==> config.mk <==
export PLATFORM = sky130hd
export DESIGN_NAME = ccc_top
export DESIGN_NICKNAME = d
export VERILOG_FILES = /design/src/verilog/ccc_pkg.sv /design/src/verilog/ccc_wb_slave.sv /design/src/verilog/ccc_irq.sv /design/src/verilog/ccc_top.sv
export SDC_FILE = /design/constraint.sdc
export NUM_CORES = 1
export LEC_CHECK = 0
export BUFFER_PORTS_ARGS = -buffer_cell sky130_fd_sc_hd__clkbuf_2
export CAP_MARGIN = 20
export CELL_PAD_IN_SITES_DETAIL_PLACEMENT = 2
export CELL_PAD_IN_SITES_GLOBAL_PLACEMENT = 2
export CORE_MARGIN = 8
export CORE_UTILIZATION = 27
export CTS_CLUSTER_SIZE = 14
export DETAILED_ROUTE_END_ITERATION = 8
export PLACE_DENSITY_LB_ADDON = 0.2
export SETUP_SLACK_MARGIN = 0.15
export SKIP_LAST_GASP = 1
export SLEW_MARGIN = 20
export SYNTH_ARGS = -nofsm -noshare
export SYNTH_HDL_FRONTEND = slang
export SYNTH_SLANG_ARGS = --single-unit
==> constraint.sdc <==
create_clock -name core_clk -period 1.6 [get_ports core_clk]
set_input_delay 0.08 -clock core_clk [delete_from_list [all_inputs] [get_ports core_clk]]
set_output_delay 0.08 -clock core_clk [all_outputs]
set_load 0.02 [all_outputs]
==> src/verilog/ccc_pkg.sv <==
// Package with register map, field layout and shared types of the core configuration block.
package ccc_pkg;
  localparam int unsigned ADR_W = 12;
  localparam logic [11:0] CFG_OFS    = 12'h0D14;
  localparam logic [11:0] STATUS_OFS = 12'h0D40;
  localparam logic [11:0] MASK_OFS   = 12'h0D44;

  localparam int unsigned BIT_STACK_ALIGN = 9;
  localparam int unsigned BIT_BUS_IGNORE  = 8;
  localparam int unsigned BIT_DIV_TRAP    = 4;
  localparam int unsigned BIT_UNAL_TRAP   = 3;
  localparam int unsigned BIT_UNPRIV_TRIG = 1;
  localparam int unsigned BIT_THREAD_CTL  = 0;
  localparam int unsigned PSR_ALIGN_BIT   = 9;
  localparam logic [31:0] CFG_RESET       = 32'h0000_0200;

  localparam int unsigned EVT_W        = 6;
  localparam int unsigned EVT_DIV      = 0;
  localparam int unsigned EVT_UNAL     = 1;
  localparam int unsigned EVT_BF_IGN   = 2;
  localparam int unsigned EVT_LOCKUP   = 3;
  localparam int unsigned EVT_TRIG_DNY = 4;
  localparam int unsigned EVT_THR_REF  = 5;
  localparam logic [5:0]  EVT_NONE     = 6'h00;

  localparam logic [1:0] SZ_BYTE = 2'h0;
  localparam logic [1:0] SZ_HALF = 2'h1;
  localparam logic [1:0] SZ_WORD = 2'h2;

  typedef enum logic [1:0] {
    ST_RUN  = 2'b01,
    ST_LOCK = 2'b10
  } ccc_core_e;

  typedef struct packed {
    logic stackAlignSelect;
    logic busFaultIgnore;
    logic divideZeroTrap;
    logic unalignTrap;
    logic unprivTriggerAccess;
    logic threadEntryControl;
  } ccc_cfg_s;

  typedef struct packed {
    logic [ADR_W-1:0] adr;
    logic [31:0]      dat;
    logic [3:0]       sel;
  } ccc_wr_s;

  localparam ccc_cfg_s CFG_INIT = '{1'b1, 1'b0, 1'b0, 1'b0, 1'b0, 1'b0};

  function automatic logic [31:0] cfgToWord(input ccc_cfg_s c);
    logic [31:0] w;
    w = 32'h0000_0000;
    w[BIT_STACK_ALIGN] = c.stackAlignSelect;
    w[BIT_BUS_IGNORE]  = c.busFaultIgnore;
    w[BIT_DIV_TRAP]    = c.divideZeroTrap;
    w[BIT_UNAL_TRAP]   = c.unalignTrap;
    w[BIT_UNPRIV_TRIG] = c.unprivTriggerAccess;
    w[BIT_THREAD_CTL]  = c.threadEntryControl;
    return w;
  endfunction

  function automatic logic [31:0] byteMerge(input logic [31:0] old, input logic [31:0] nw,
                                            input logic [3:0] sel);
    logic [31:0] r;
    r = old;
    for (int i = 0; i < 4; i++) begin
      if (sel[i]) begin
        r[i*8 +: 8] = nw[i*8 +: 8];
      end
    end
    return r;
  endfunction
endpackage : ccc_pkg

==> src/verilog/ccc_wb_slave.sv <==
// Classic Wishbone slave front end with registered acknowledge and read data.
`timescale 1ns/1ps
`default_nettype none
module ccc_wb_slave
  import ccc_pkg::*;
(
  // Clock and reset.
  input  wire logic             core_clk,
  input  wire logic             rst_n,
  // Wishbone slave.
  input  wire logic             cyc_i,
  input  wire logic             stb_i,
  input  wire logic             we_i,
  input  wire logic [ADR_W-1:0] adr_i,
  input  wire logic [31:0]      dat_i,
  input  wire logic [3:0]       sel_i,
  output logic      [31:0]      dat_o,
  output logic                  ack_o,
  // Register file side.
  output logic                  wrEn,
  output ccc_wr_s               wrReq,
  input  wire logic [31:0]      rdWord
);
  typedef struct packed {
    logic        ack;
    logic [31:0] dat;
  } ccc_wbst_s;

  ccc_wbst_s st_ff, nxt_st;

  // Writes land on the edge where the master samples ack; a request held past ack writes again every other cycle.
  always_comb begin
    nxt_st     = st_ff;
    nxt_st.ack = cyc_i & stb_i & ~st_ff.ack;
    if (cyc_i & stb_i & ~st_ff.ack & ~we_i) begin
      nxt_st.dat = rdWord;
    end
  end

  always_ff @(posedge core_clk or negedge rst_n) begin
    if (!rst_n) begin
      st_ff <= '0;
    end else begin
      st_ff <= nxt_st;
    end
  end

  assign ack_o     = st_ff.ack;
  assign dat_o     = st_ff.dat;
  assign wrEn      = cyc_i & stb_i & we_i & st_ff.ack;
  assign wrReq     = {adr_i, dat_i, sel_i};
endmodule // ccc_wb_slave
`default_nettype wire

==> src/verilog/ccc_irq.sv <==
// Sticky event status with write-one-to-clear, mask and one level interrupt.
`timescale 1ns/1ps
`default_nettype none
module ccc_irq
  import ccc_pkg::*;
#(
  parameter int unsigned N = EVT_W
) (
  // Clock and reset.
  input  wire logic         core_clk,
  input  wire logic         rst_n,
  // Events and software access.
  input  wire logic [N-1:0] evt,
  input  wire logic         clrEn,
  input  wire logic [N-1:0] clrBits,
  input  wire logic         maskEn,
  input  wire logic [N-1:0] maskBits,
  // State out.
  output logic      [N-1:0] status,
  output logic      [N-1:0] mask,
  output logic              irq
);
  typedef struct packed {
    logic [N-1:0] status;
    logic [N-1:0] mask;
  } ccc_irqst_s;

  ccc_irqst_s st_ff, nxt_st;

  // A new event in the clearing cycle survives the clear.
  always_comb begin
    nxt_st = st_ff;
    if (clrEn) begin
      nxt_st.status = st_ff.status & ~clrBits;
    end
    nxt_st.status = nxt_st.status | evt;
    if (maskEn) begin
      nxt_st.mask = maskBits;
    end
  end

  always_ff @(posedge core_clk or negedge rst_n) begin
    if (!rst_n) begin
      st_ff <= '0;
    end else begin
      st_ff <= nxt_st;
    end
  end

  assign status = st_ff.status;
  assign mask   = st_ff.mask;
  assign irq    = |(st_ff.status & st_ff.mask);
endmodule // ccc_irq
`default_nettype wire

==> src/verilog/ccc_top.sv <==
// Core configuration and control register with the decisions it steers.
`timescale 1ns/1ps
`default_nettype none
module ccc_top
  import ccc_pkg::*;
(
  // Clock and reset.
  input  wire logic             core_clk,
  input  wire logic             rst_n,
  // Wishbone slave.
  input  wire logic             cyc_i,
  input  wire logic             stb_i,
  input  wire logic             we_i,
  input  wire logic [ADR_W-1:0] adr_i,
  input  wire logic [31:0]      dat_i,
  input  wire logic [3:0]       sel_i,
  output logic      [31:0]      dat_o,
  output logic                  ack_o,
  // Interrupt.
  output logic                  irq,
  // Exception entry.
  input  wire logic             excEntry,
  input  wire logic [31:0]      entrySp,
  output logic      [31:0]      entrySpAligned,
  output logic                  entryPsrAlign,
  // Exception return.
  input  wire logic             excReturn,
  input  wire logic [31:0]      retFrameSp,
  input  wire logic             retPsrAlign,
  output logic      [31:0]      retSp,
  // Data bus fault.
  input  wire logic             dataBusFault,
  input  wire logic             faultIsLoadStore,
  input  wire logic             inHardFault,
  input  wire logic             inNmi,
  input  wire logic             inEscalated,
  output logic                  busFaultTaken,
  output logic                  busFaultIgnored,
  output logic                  lockup,
  // Integer divide.
  input  wire logic             divExec,
  input  wire logic             divisorZero,
  output logic                  divTrap,
  output logic                  divQuotZero,
  // Data access alignment.
  input  wire logic             accExec,
  input  wire logic [1:0]       accSize,
  input  wire logic             accMultiple,
  input  wire logic [2:0]       accAddrLow,
  output logic                  usageFault,
  // Software interrupt trigger access.
  input  wire logic             trigAccess,
  input  wire logic             trigPrivileged,
  output logic                  trigGrant,
  output logic                  trigDeny,
  // Thread mode entry.
  input  wire logic             thrReturn,
  input  wire logic             thrOtherActive,
  output logic                  thrEnter,
  output logic                  thrRefuse
);
  typedef struct packed {
    ccc_cfg_s    cfg;
    ccc_core_e   core;
    logic [31:0] entrySp;
    logic        entryBit;
    logic [31:0] retSp;
    logic        bfTaken;
    logic        bfIgnored;
    logic        divTrap;
    logic        divZero;
    logic        usage;
    logic        trigGrant;
    logic        trigDeny;
    logic        thrEnter;
    logic        thrRefuse;
  } ccc_state_s;

  ccc_state_s     st_ff, nxt_st;
  logic           wrEn;
  ccc_wr_s        wrReq;
  logic [31:0]    rdWord;
  logic [31:0]    cfgWord;
  logic [31:0]    cfgNew;
  logic [EVT_W-1:0] evt;
  logic [EVT_W-1:0] status;
  logic [EVT_W-1:0] mask;
  logic           highPri;
  logic           misaligned;

  function automatic logic isMisaligned(input logic [1:0] sz, input logic [2:0] a);
    logic r;
    r = 1'b0;
    case (sz)
      SZ_BYTE: r = 1'b0;
      SZ_HALF: r = a[0];
      default: r = |a[1:0];
    endcase
    return r;
  endfunction

  ccc_wb_slave u_bus (
    .core_clk (core_clk),
    .rst_n    (rst_n),
    .cyc_i    (cyc_i),
    .stb_i    (stb_i),
    .we_i     (we_i),
    .adr_i    (adr_i),
    .dat_i    (dat_i),
    .sel_i    (sel_i),
    .dat_o    (dat_o),
    .ack_o    (ack_o),
    .wrEn     (wrEn),
    .wrReq    (wrReq),
    .rdWord   (rdWord)
  );

  ccc_irq #(
    .N (EVT_W)
  ) u_irq (
    .core_clk (core_clk),
    .rst_n    (rst_n),
    .evt      (evt),
    .clrEn    (wrEn && wrReq.adr == STATUS_OFS && wrReq.sel[0]),
    .clrBits  (wrReq.dat[EVT_W-1:0]),
    .maskEn   (wrEn && wrReq.adr == MASK_OFS && wrReq.sel[0]),
    .maskBits (wrReq.dat[EVT_W-1:0]),
    .status   (status),
    .mask     (mask),
    .irq      (irq)
  );

  assign cfgWord = cfgToWord(st_ff.cfg);
  assign cfgNew  = byteMerge(cfgWord, wrReq.dat, wrReq.sel);

  // Unmapped addresses read zero and swallow writes.
  always_comb begin
    case (adr_i)
      CFG_OFS:    rdWord = cfgWord;
      STATUS_OFS: rdWord = {{(32-EVT_W){1'b0}}, status};
      MASK_OFS:   rdWord = {{(32-EVT_W){1'b0}}, mask};
      default:    rdWord = 32'h0000_0000;
    endcase
  end

  // Only the three handler kinds at priority -1 or -2 are covered by the ignore bit.
  assign highPri    = inHardFault | inNmi | inEscalated;
  assign misaligned = isMisaligned(accSize, accAddrLow);

  always_comb begin
    nxt_st = st_ff;
    if (wrEn && wrReq.adr == CFG_OFS) begin
      // Only the six defined bits are stored; the rest are dropped.
      nxt_st.cfg.stackAlignSelect    = cfgNew[BIT_STACK_ALIGN];
      nxt_st.cfg.busFaultIgnore      = cfgNew[BIT_BUS_IGNORE];
      nxt_st.cfg.divideZeroTrap      = cfgNew[BIT_DIV_TRAP];
      nxt_st.cfg.unalignTrap         = cfgNew[BIT_UNAL_TRAP];
      nxt_st.cfg.unprivTriggerAccess = cfgNew[BIT_UNPRIV_TRIG];
      nxt_st.cfg.threadEntryControl  = cfgNew[BIT_THREAD_CTL];
    end
    if (excEntry) begin
      if (st_ff.cfg.stackAlignSelect) begin
        nxt_st.entrySp  = {entrySp[31:3], 3'b000};
        nxt_st.entryBit = entrySp[2];
      end else begin
        nxt_st.entrySp  = {entrySp[31:2], 2'b00};
        nxt_st.entryBit = 1'b0;
      end
    end
    if (excReturn) begin
      nxt_st.retSp = {retFrameSp[31:3], retFrameSp[2] | retPsrAlign, retFrameSp[1:0]};
    end
    nxt_st.bfTaken   = 1'b0;
    nxt_st.bfIgnored = 1'b0;
    // Lock-up holds until reset; nothing in this block releases it.
    case (st_ff.core)
      ST_RUN: begin
        if (dataBusFault) begin
          if (!highPri) begin
            nxt_st.bfTaken = 1'b1;
          end else if (faultIsLoadStore && st_ff.cfg.busFaultIgnore) begin
            nxt_st.bfIgnored = 1'b1;
          end else begin
            nxt_st.core = ST_LOCK;
          end
        end
      end
      ST_LOCK: nxt_st.core = ST_LOCK;
      default: nxt_st.core = ST_LOCK;
    endcase
    nxt_st.divTrap = divExec & divisorZero & st_ff.cfg.divideZeroTrap;
    nxt_st.divZero = divExec & divisorZero & ~st_ff.cfg.divideZeroTrap;
    nxt_st.usage     = accExec & misaligned & (accMultiple | st_ff.cfg.unalignTrap);
    nxt_st.trigGrant = trigAccess & (trigPrivileged | st_ff.cfg.unprivTriggerAccess);
    nxt_st.trigDeny  = trigAccess & ~trigPrivileged & ~st_ff.cfg.unprivTriggerAccess;
    nxt_st.thrEnter  = thrReturn & (~thrOtherActive | st_ff.cfg.threadEntryControl);
    nxt_st.thrRefuse = thrReturn & thrOtherActive & ~st_ff.cfg.threadEntryControl;
  end

  always_ff @(posedge core_clk or negedge rst_n) begin
    if (!rst_n) begin
      st_ff       <= '0;
      st_ff.cfg   <= CFG_INIT;
      st_ff.core  <= ST_RUN;
    end else begin
      st_ff <= nxt_st;
    end
  end

  always_comb begin
    evt               = EVT_NONE;
    evt[EVT_DIV]      = st_ff.divTrap;
    evt[EVT_UNAL]     = st_ff.usage;
    evt[EVT_BF_IGN]   = st_ff.bfIgnored;
    evt[EVT_LOCKUP]   = (st_ff.core == ST_LOCK);
    evt[EVT_TRIG_DNY] = st_ff.trigDeny;
    evt[EVT_THR_REF]  = st_ff.thrRefuse;
  end

  assign entrySpAligned  = st_ff.entrySp;
  assign entryPsrAlign   = st_ff.entryBit;
  assign retSp           = st_ff.retSp;
  assign busFaultTaken   = st_ff.bfTaken;
  assign busFaultIgnored = st_ff.bfIgnored;
  assign lockup          = (st_ff.core == ST_LOCK);
  assign divTrap         = st_ff.divTrap;
  assign divQuotZero     = st_ff.divZero;
  assign usageFault      = st_ff.usage;
  assign trigGrant       = st_ff.trigGrant;
  assign trigDeny        = st_ff.trigDeny;
  assign thrEnter        = st_ff.thrEnter;
  assign thrRefuse       = st_ff.thrRefuse;
endmodule // ccc_top
`default_nettype wire

---- After elaboration in Yosys (flattened, before gate mapping) ----
Index checks and enable logic that the tools add are counted.
operators by class
  multiplexer cells ....................... 13
  reductions and logical operators ........ 12
  eq/ne operators ......................... 9
  bitwise operators ....................... 33
operator list
  kind                  count
  $eq 12x12->1 const B  3
  $pmux 10 s3           1
  $and 1x1->1           16
  $and 6x6->6           2
  $mux 2                6
  $not 1->1             7
  $logic_and 1x1->1     6
  $mux 6                1
  $ne 2x2->1 const B    3
  $not 6->6             1
  $or 1x1->1            6
  $or 6x6->6            1
  $reduce_or 6->1       1
  $eq 2x1->1 const B    2
  $mux 4                1
  $reduce_and 2->1      2
  $mux 1                3
  $reduce_and 3->1      1
  $eq 2x2->1 const B    1
  $logic_not 2->1       1
  $pmux 1 s2            1
  $reduce_or 2->1       1
word-level totals
  bits of input ports ..................... 138
  register bits after elaboration ......... 127
  word-level logic and storage cells ...... 90
  output and inout port bits .............. 109

---- Depth between registers and ports, before layout ----
Gate-level depths: netlist of the first run.
  word-level depth ........................ 7
  mapped depth ............................ 5
  mapped depth without buffers ............ 4

---- Modules after synthesis ----
Synthesis of the first run repeated with hierarchy kept, for this count alone.
unflattened totals
  cells, all modules ...................... 445
  area, all modules ....................... 5,969.5 um^2
modules (own cells, without submodules)
  module        times used  area an instance (um^2)  cells each  seq. area each (um^2)
  ccc_top       1           3,721.1                  288         2,004.4
  ccc_wb_slave  1           1,751.7                  122         825.8
  ccc_irq       1           496.7                    35          300.3

---- Worst setup path after synthesis of the first run ----
No wires, ideal clock.
  kind .................................... input-to-reg
  start point ............................. in adr_i[5]
  end point ............................... reg st_ff (netlist bit cfgWord[8])
  data required time ...................... 1,475 ps
  library setup time ...................... 125 ps
  arrival time ............................ 1,509 ps
  buffers on the path ..................... 1
  setup slack ............................. -34 ps
  stages .................................. 5
  cell sequence ........................... or4b_1 buf_2 nor4_1 and3_1 mux2_2
on the way
  longest elaborated chain between the ends .. 3
RTL lines
  element                     line            text
  start: declaration          ccc_top.sv:14   input wire logic [ADR_W-1:0] adr_i,
  $eq 12x12->1                ccc_top.sv:152  if (wrEn && wrReq.adr == CFG_OFS) begin
  $logic_and 1x1->1           ccc_top.sv:152
  $reduce_and 2->1 (no line)  --
  end signal: assignment      ccc_top.sv:206  st_ff <= nxt_st;
  end: declaration            ccc_top.sv:79   ccc_state_s st_ff, nxt_st;
No other way between the ends.
A chain may end at the register's enable or synchronous reset.

---- Worst setup path after layout of the first run ----
  start point ............................. reg u_bus.st_ff (netlist bit u_bus.ack_o)
  end point ............................... reg u_irq.st_ff (netlist bit u_irq.mask[0])
on the way
  longest elaborated chain between the ends .. 3
RTL lines
  element                         line                text
  start: declaration              ccc_wb_slave.sv:29  ccc_wbst_s st_ff, nxt_st;
  start signal: assignment        ccc_wb_slave.sv:44  st_ff <= nxt_st;
  $and 1x1->1                     ccc_wb_slave.sv:50  assign wrEn = cyc_i & stb_i & we_i & st_ff.ack;
  $logic_and 1x1->1 (2 in a row)  ccc_top.sv:126      .maskEn (wrEn && wrReq.adr == MASK_OFS && wrReq.sel[0]),
  end signal: assignment          ccc_irq.sv:46       st_ff <= nxt_st;
  end: declaration                ccc_irq.sv:28       ccc_irqst_s st_ff, nxt_st;
No other way between the ends.

==> results of run 1 <==
-- what timing repair did --
action | 4_1_cts | 5_1_grt
hold endpoints to repair | 179 | 0
pin swaps | 0 | 0
setup endpoints to repair | 10 | 17
gates resized for setup | 0 | 3
hold buffers | 83 | 0
-- area by class of cell --
type | count | area, sq um | share of cell area, %
flip-flops and latches | 101 | 2530 | 38.6
repair buffers | 287 | 1910 | 29.2
multi-input cells | 195 | 1530 | 23.4
well taps | 225 | 282 | 4.29
clock buffers | 11 | 253 | 3.86
clock inverters | 5 | 32.5 | 0.496
inverters | 4 | 15.0 | 0.229
-- logic make-up (layout without fill, tap and decap cells) --
kind of cell           after synthesis  in the layout  share of synthesized area (%)
buffers and inverters              103            307                           15.4
DFF                                101            101                           54.2
muxes                               74             74                           17.8
and+or+nand+nor                     65             65                           8.10
AOI/OAI and AO/OA                   30             30                           4.42
other                                1             26                         0.0804
-- routing by layer --
metal | up-vias | part of all wire [%]
li1 | 1623 | -
met1 | 1743 | 41
met2 | 139 | 50
met3 | 17 | 6.8
met4 | 0 | 1.8
met5 | - | 0
-- placed cells by master, fill, tap and decap left out, drive strengths merged, types with 4 or more instances in the layout --
cell type,instances
a21o,6
a22oi,7
a2bb2oi,4
buf,15
clkbuf,200
conb,26
dfrtp,99
dlygate4sd3,83
inv,6
mux2,72
nand2,18
nand3,14
nor2,6
nor2b,4
nor4,4
o21ai,8
-- metrics by stage --
stage	setup TNS [ps]	std cells	power, mW	hold slack, ps
5_1_grt	0	828	6.35	2.05
2_1_floorplan	0	399	3.61	-216
4_1_cts	0	828	6.16	2.35
6_report	0	828	6.05	13.9
3_5_place_dp	-2310	729	3.81	206
3_3_place_gp	-1460	729	3.77	196
-- power by group --
part           internal, mW  switching [mW]  total, mW
registers              2.72          0.0870       2.80
logic                 0.508           0.609       1.12
clock network          1.14           0.984       2.13
-- how the worst min path moves through the flow --
stage                                     endpoint  slack, ps  depth (start not counted)  startpoint
floorplan                busFaultIgnored$_DFF_PN0_       -220                          0       rst_n
global placement    entrySpAligned[28]$_DFFE_PN0P_        200                          2       rst_n
detailed placement  entrySpAligned[28]$_DFFE_PN0P_        210                          2       rst_n
CTS                      u_irq.mask[2]$_DFFE_PN0P_          2                          2    dat_i[2]
global route             u_irq.mask[2]$_DFFE_PN0P_          2                          2    dat_i[2]
finish                   u_irq.mask[2]$_DFFE_PN0P_         10                          2    dat_i[2]
-- state kept, by name (all words and copies together) (netlist names) --
signal           flops
thrEnter             1
retSp               32
u_bus.dat_o          8
u_bus.ack_o          1
entrySpAligned      30
u_irq.status         6
entryPsrAlign        1
divQuotZero          1
trigGrant            1
busFaultIgnored      1
u_irq.mask           6
thrRefuse            1
divTrap              1
st_ff                2
busFaultTaken        1
cfgWord              6
usageFault           1
trigDeny             1
==> out/metrics.cfg, run 1 <==
[sta]
tightest_slew_ps=777
slew_headroom_pct=48.2
period_needed_ps=1480
setup_viol=0
hold_violations=0
timing.final.crit_share_pct=92.3
finalMaxSlewViolations=0
skew_ps=9.90
setup_ws_ps=123
rsz0062_at_grt=yes
max_clock_freq_ghz=0.677

[critical_path]
worstPathRequired_ps=1830
cp-end-kind=flip-flop
cp_cell_sequence=nand4_1, nor4_4, nand2_2, mux2_2
reg2regPathDepth=4
reg2reg_to=u_irq.mask[0]$_DFFE_PN0P_
crit_family=simple AND/OR/NAND/NOR gates
worstSetupStartpointType=flip-flop
r2r_start=u_bus.ack_o$_DFF_PN0_
cp_slowest_stage_delay_ps=370
critical_path.max_fanout=6
crit_arrival_ps=1710
crit_end=u_irq.mask[0]$_DFFE_PN0P_
cp_num_cells=4
crit_start=u_bus.ack_o$_DFF_PN0_
path_buf_inv=0
cp_slowest_cell=nor4_4
crit_type=reg2reg
r2r_slack_ps=120

[cts]
cts_buffers=9
cts_setup_buffers=0
cts.reportedPaths.clkPinSlew_ps=70
cts_tree=built
cts_root_buffer=clkbuf_16
worstSkewPairLatency_ps=350
clock_sinks=101
cts_buffer_depth=2
htreeDepth=3

[place]
postPlaceCellArea_sq_um=5430
dpl.hpwl_um=10500
post-place-ws_ps=-168
io_buffers=191
gp_congestion=0.750

[routing]
routedWlPerCell_um=17.6
drt_wl_total_um=14600
ant_nets=0
vias=3522
vias_per_cell=4.25
dr.pass1.iters=3
drc=0
drt-initial-drc-count=83

[die]
dieArea_sq_um=21700
start_util_pct=27.3
die_h_um=147
row_count=48
pin_count=247
die_x_um=147
coreArea_sq_um=17100

[grt]
grt_pass1_vias=4194
gr-max-usage-layer=met2
use_met3_pct=4.89
grt_first_pass_wirelength_um=24100
grt_max_degree=102
met1_usage_pct=16.2
grt_usage_pct=13.9
use_met2_pct=23.6
overflow=0
antenna_found_initial=0

[logic_synthesis]
yosys-top-cells-area=dfrtp_1, mux2_2, buf_4, nand3_1, nand2_1
syn_area_sq_um=4670
avgSynthCellArea_sq_um=12.5
netlist.area_leader.share_pct=53.1
synth_common_cells=dfrtp_1, buf_4, mux2_2
yosys_warnings=0
synth_edf_count=0
synth_flop_cell=dfrtp_1
synth-async-reset-ratio_pct=100
yosys_register_bits=101
seq_area_frac_synth_pct=54.2
yosysMostFrequentCell=dfrtp_1
postSynthCellCount=374
yosys.area.top_type=dfrtp_1
yosysUniqueCellTypes=35

[final_layout]
diodes=0
drive_gt1_share_pct=50.2
area_growth_pct=40.5
fin_area_sq_um=6560
fillCellCount=1832
fin_nets=736
final_core_util_pct=38.3

[pwr]
power_per_cell_area_nw_per_um2=923
leakage_nw=3.21
peakVddDrop_mv=0.497

[run]
cap_viol_max_count=0

[min_path]
hold_path_class=in2reg

[run_status]
outcome=completed

No activity file was read; power rests on OpenSTA's default activity.
==> inputs of run 2 (changes only) <==
--- a/config.mk
+++ b/config.mk
@@ -5,6 +5,7 @@
 export SDC_FILE = /design/constraint.sdc
 export NUM_CORES = 1
 export LEC_CHECK = 0
+export ABC_AREA = 1
 export BUFFER_PORTS_ARGS = -buffer_cell sky130_fd_sc_hd__clkbuf_2
 export CAP_MARGIN = 20
 export CELL_PAD_IN_SITES_DETAIL_PLACEMENT = 2
==> run 2 against run 1 <==
  * Worst setup slack gained 76 ps
  * Power grew 0.38%
  * Critical path depth grew 1
  * Critical path type is now reg2out
  * Critical endpoint is now irq
==> out/metrics.cfg, run 2 <==
[logic_synthesis]
synth_flop_cell=dfrtp_1
yosysUniqueCellTypes=33  ; -5.7%
syn_area_sq_um=4880  ; +4.6%
avgSynthCellArea_sq_um=10.8  ; -14%
synth_fa_ha_area_share_pct=0  ; unchanged
seq_area_frac_synth_pct=51.8  ; -2.4 points
synthMuxAreaShare_pct=13.8  ; -4.0 points
yosys-top-cells-area=dfrtp_1, mux2_2, buf_4, nand2_1, inv_1
netlist.area_leader.share_pct=50.8  ; -2.3 points
yosys_register_bits=101  ; unchanged
post_synth_and_or_nand_nor_area_fraction_pct=14.0  ; +5.9 points
yosys.area_share.xor_xnor_pct=0  ; unchanged
postSynthCellCount=454  ; +21%
yosysMostFrequentCell=dfrtp_1
synth-async-reset-ratio_pct=100  ; unchanged
synth-compound-area-share_pct=2.77  ; -1.7 points
synth_edf_count=0  ; unchanged
synth_top_family_by_area=buffers and inverters
synth_common_cells=dfrtp_1, buf_4, nand2_1
yosys.area.top_type=dfrtp_1
yosys_warnings=0  ; unchanged

[final_layout]
largest_reg_flops=32  ; unchanged
diodes=0  ; unchanged
final_common_cell=clkbuf_2
fillCellCount=1949  ; +6.4%
most-common-layout-cells=clkbuf_2, dfrtp_1, dlygate4sd3_1
area_growth_pct=38.8
drive_gt1_share_pct=44.9  ; -5.3 points
fin_nets=814  ; +11%
final_core_util_pct=38.0  ; -0.33 points

[place]
io_buffers=191  ; unchanged
gp_congestion=0.702  ; -6.4%
dpl.hpwl_um=11500  ; +9.5%

[sta]
final.setup.tns_ps=0  ; unchanged
setup_viol=0  ; unchanged
skew_ps=7.56  ; -2.35 ps
max_clock_freq_ghz=0.714  ; +5.4%
finalMaxSlewViolations=0  ; unchanged
rsz0062_at_grt=yes
timing.final.crit_share_pct=87.6  ; -4.8 points
period_needed_ps=1400  ; -76.3 ps
hold_violations=0  ; unchanged

[grt]
use_met2_pct=24.9  ; +1.3 points
antenna_found_initial=0  ; unchanged
grt_pass1_vias=4405  ; +5.0%
met1_usage_pct=14.5  ; -1.7 points
gr-max-usage-layer=met2
grt_usage_pct=13.4  ; -0.55 points
overflow=0  ; unchanged
use_met3_pct=3.43  ; -1.5 points
grt_first_pass_wirelength_um=23800  ; -1.3%
grt_max_degree=43  ; -58%

[critical_path]
cp_slowest_stage_delay_ps=400  ; +30 ps
reg2regPathDepth=3  ; -1
crit_type=reg2out
worstSetupStartpointType=flip-flop
r2r_start=cfgWord[3]$_DFFE_PN0P_
crit_family=flip-flops
cp_slowest_cell=dfrtp_1
cp-end-kind=primary output
path_buf_inv=1  ; +1
worstPathRequired_ps=1520  ; -310 ps
crit_arrival_ps=1320  ; -390 ps
crit_top_cell=nand2_2
critical_path.max_fanout=2  ; -4
cp_cell_sequence=nand2_2, nand2_2, a221oi_2, nand3_1, clkbuf_8
reg2reg_to=usageFault$_DFF_PN0_
r2r_slack_ps=310  ; +190 ps

[cts]
cts_buffers=9  ; unchanged
htreeDepth=3  ; unchanged
clock_sinks=101  ; unchanged
worstSkewPairLatency_ps=340  ; about the same
cts.reportedPaths.clkPinSlew_ps=70  ; about the same
cts_tree=built
cts_buffer_depth=2  ; unchanged
cts_root_buffer=clkbuf_16

[pwr]
power_per_cell_area_nw_per_um2=897  ; -2.8%
leakage_nw=3.46  ; +7.9%
peakVddDrop_mv=0.459  ; -7.8%

[min_path]
holdPathStages=3  ; +1
worstHoldEndpoint=busFaultTaken$_DFF_PN0_
hold_path_class=in2reg
worstHoldStart=inHardFault

[die]
coreArea_sq_um=17800  ; +4.2%
pin_count=247  ; unchanged
start_util_pct=27.4  ; +0.092 points
die_h_um=150  ; +2.0%
row_count=49  ; +2.1%
die_x_um=150  ; +2.0%
dieArea_sq_um=22600  ; +4.1%

[routing]
routedWlPerCell_um=16.6  ; -6.0%
vias_per_cell=4.15  ; -2.5%
ant_nets=0  ; unchanged
drt-initial-drc-count=123  ; +48%
dr.pass1.iters=4  ; +1
vias=3773  ; +7.1%
drt_wl_total_um=15100  ; +3.4%
drc=0  ; unchanged

[run_status]
outcome=completed

[run]
cap_viol_max_count=0  ; unchanged

## run 2: cell type report
cell class | count | area, sq um | share of cell area (%)
clock buffer | 10 | 239 | 3.53
clock inverter | 6 | 51.3 | 0.757
inverter | 35 | 131 | 1.94
multi-input combinational | 244 | 1600 | 23.6
sequential | 101 | 2530 | 37.4
tap | 229 | 287 | 4.23
timing repair buffer | 285 | 1930 | 28.5
## run 2: where the power goes
part | internal, mW | switching, mW | total (mW)
sequential | 2.72 | 0.0903 | 2.81
combinational | 0.507 | 0.622 | 1.13
clock | 1.12 | 1.02 | 2.14
## run 2: stage by stage
stage	worst slack, ps	instance area, sq um	hold WS (ps)	cells	power, mW
after floorplan	344	4970	-216	479	3.62
after global placement	333	5590	7.14	806	3.78
after detailed placement	270	5590	12.1	806	3.82
after CTS	148	6770	5.84	910	6.20
after global routing	85.6	6770	8.24	910	6.38
final	199	6770	13.2	910	6.07
## run 2: routing by layer
| layer | share of wire (%) | routed length [um] |
|---|---|---|
| met4 | 1.3 | 198 |
| met5 | 0 | 0 |
| met2 | 53 | 8030 |
| met1 | 38 | 5760 |
| met3 | 7.3 | 1110 |
## run 2: how the worst max path moves through the flow
stage / start / to / slack (ps) / cells after the start
6_report: u_irq.status[5]$_DFF_PN0_ / irq / 200 / 5
5_1_grt: u_irq.status[5]$_DFF_PN0_ / irq / 90 / 5
4_1_cts: u_irq.status[5]$_DFF_PN0_ / irq / 150 / 5
3_5_place_dp: adr_i[3] / cfgWord[8]$_DFFE_PN0P_ / 270 / 8
3_3_place_gp: adr_i[3] / cfgWord[8]$_DFFE_PN0P_ / 330 / 8
2_1_floorplan: u_bus.ack_o$_DFF_PN0_ / u_irq.mask[3]$_DFFE_PN0P_ / 340 / 5
## run 2: cell families (layout without fill, tap and decap cells)
logic type,count (synthesis),count (layout)
simple gates,138,138
buf+inv,134,336
flops,101,101
mux,60,60
compound gates,20,20
other cells,1,26
## run 2: worst min-delay path, cell delays in order
cell and delay [ps]:
clkbuf_2 70, or3_1 130, nor2_1 50
## run 2: what timing repair did
item                       in CTS  in global routing
pin swaps                       2                  3
hold endpoints to repair      172                  0
hold buffers                   84                  0
setup buffers                   4                  0
setup endpoints to repair       1                  1
gates resized for setup         4                  1
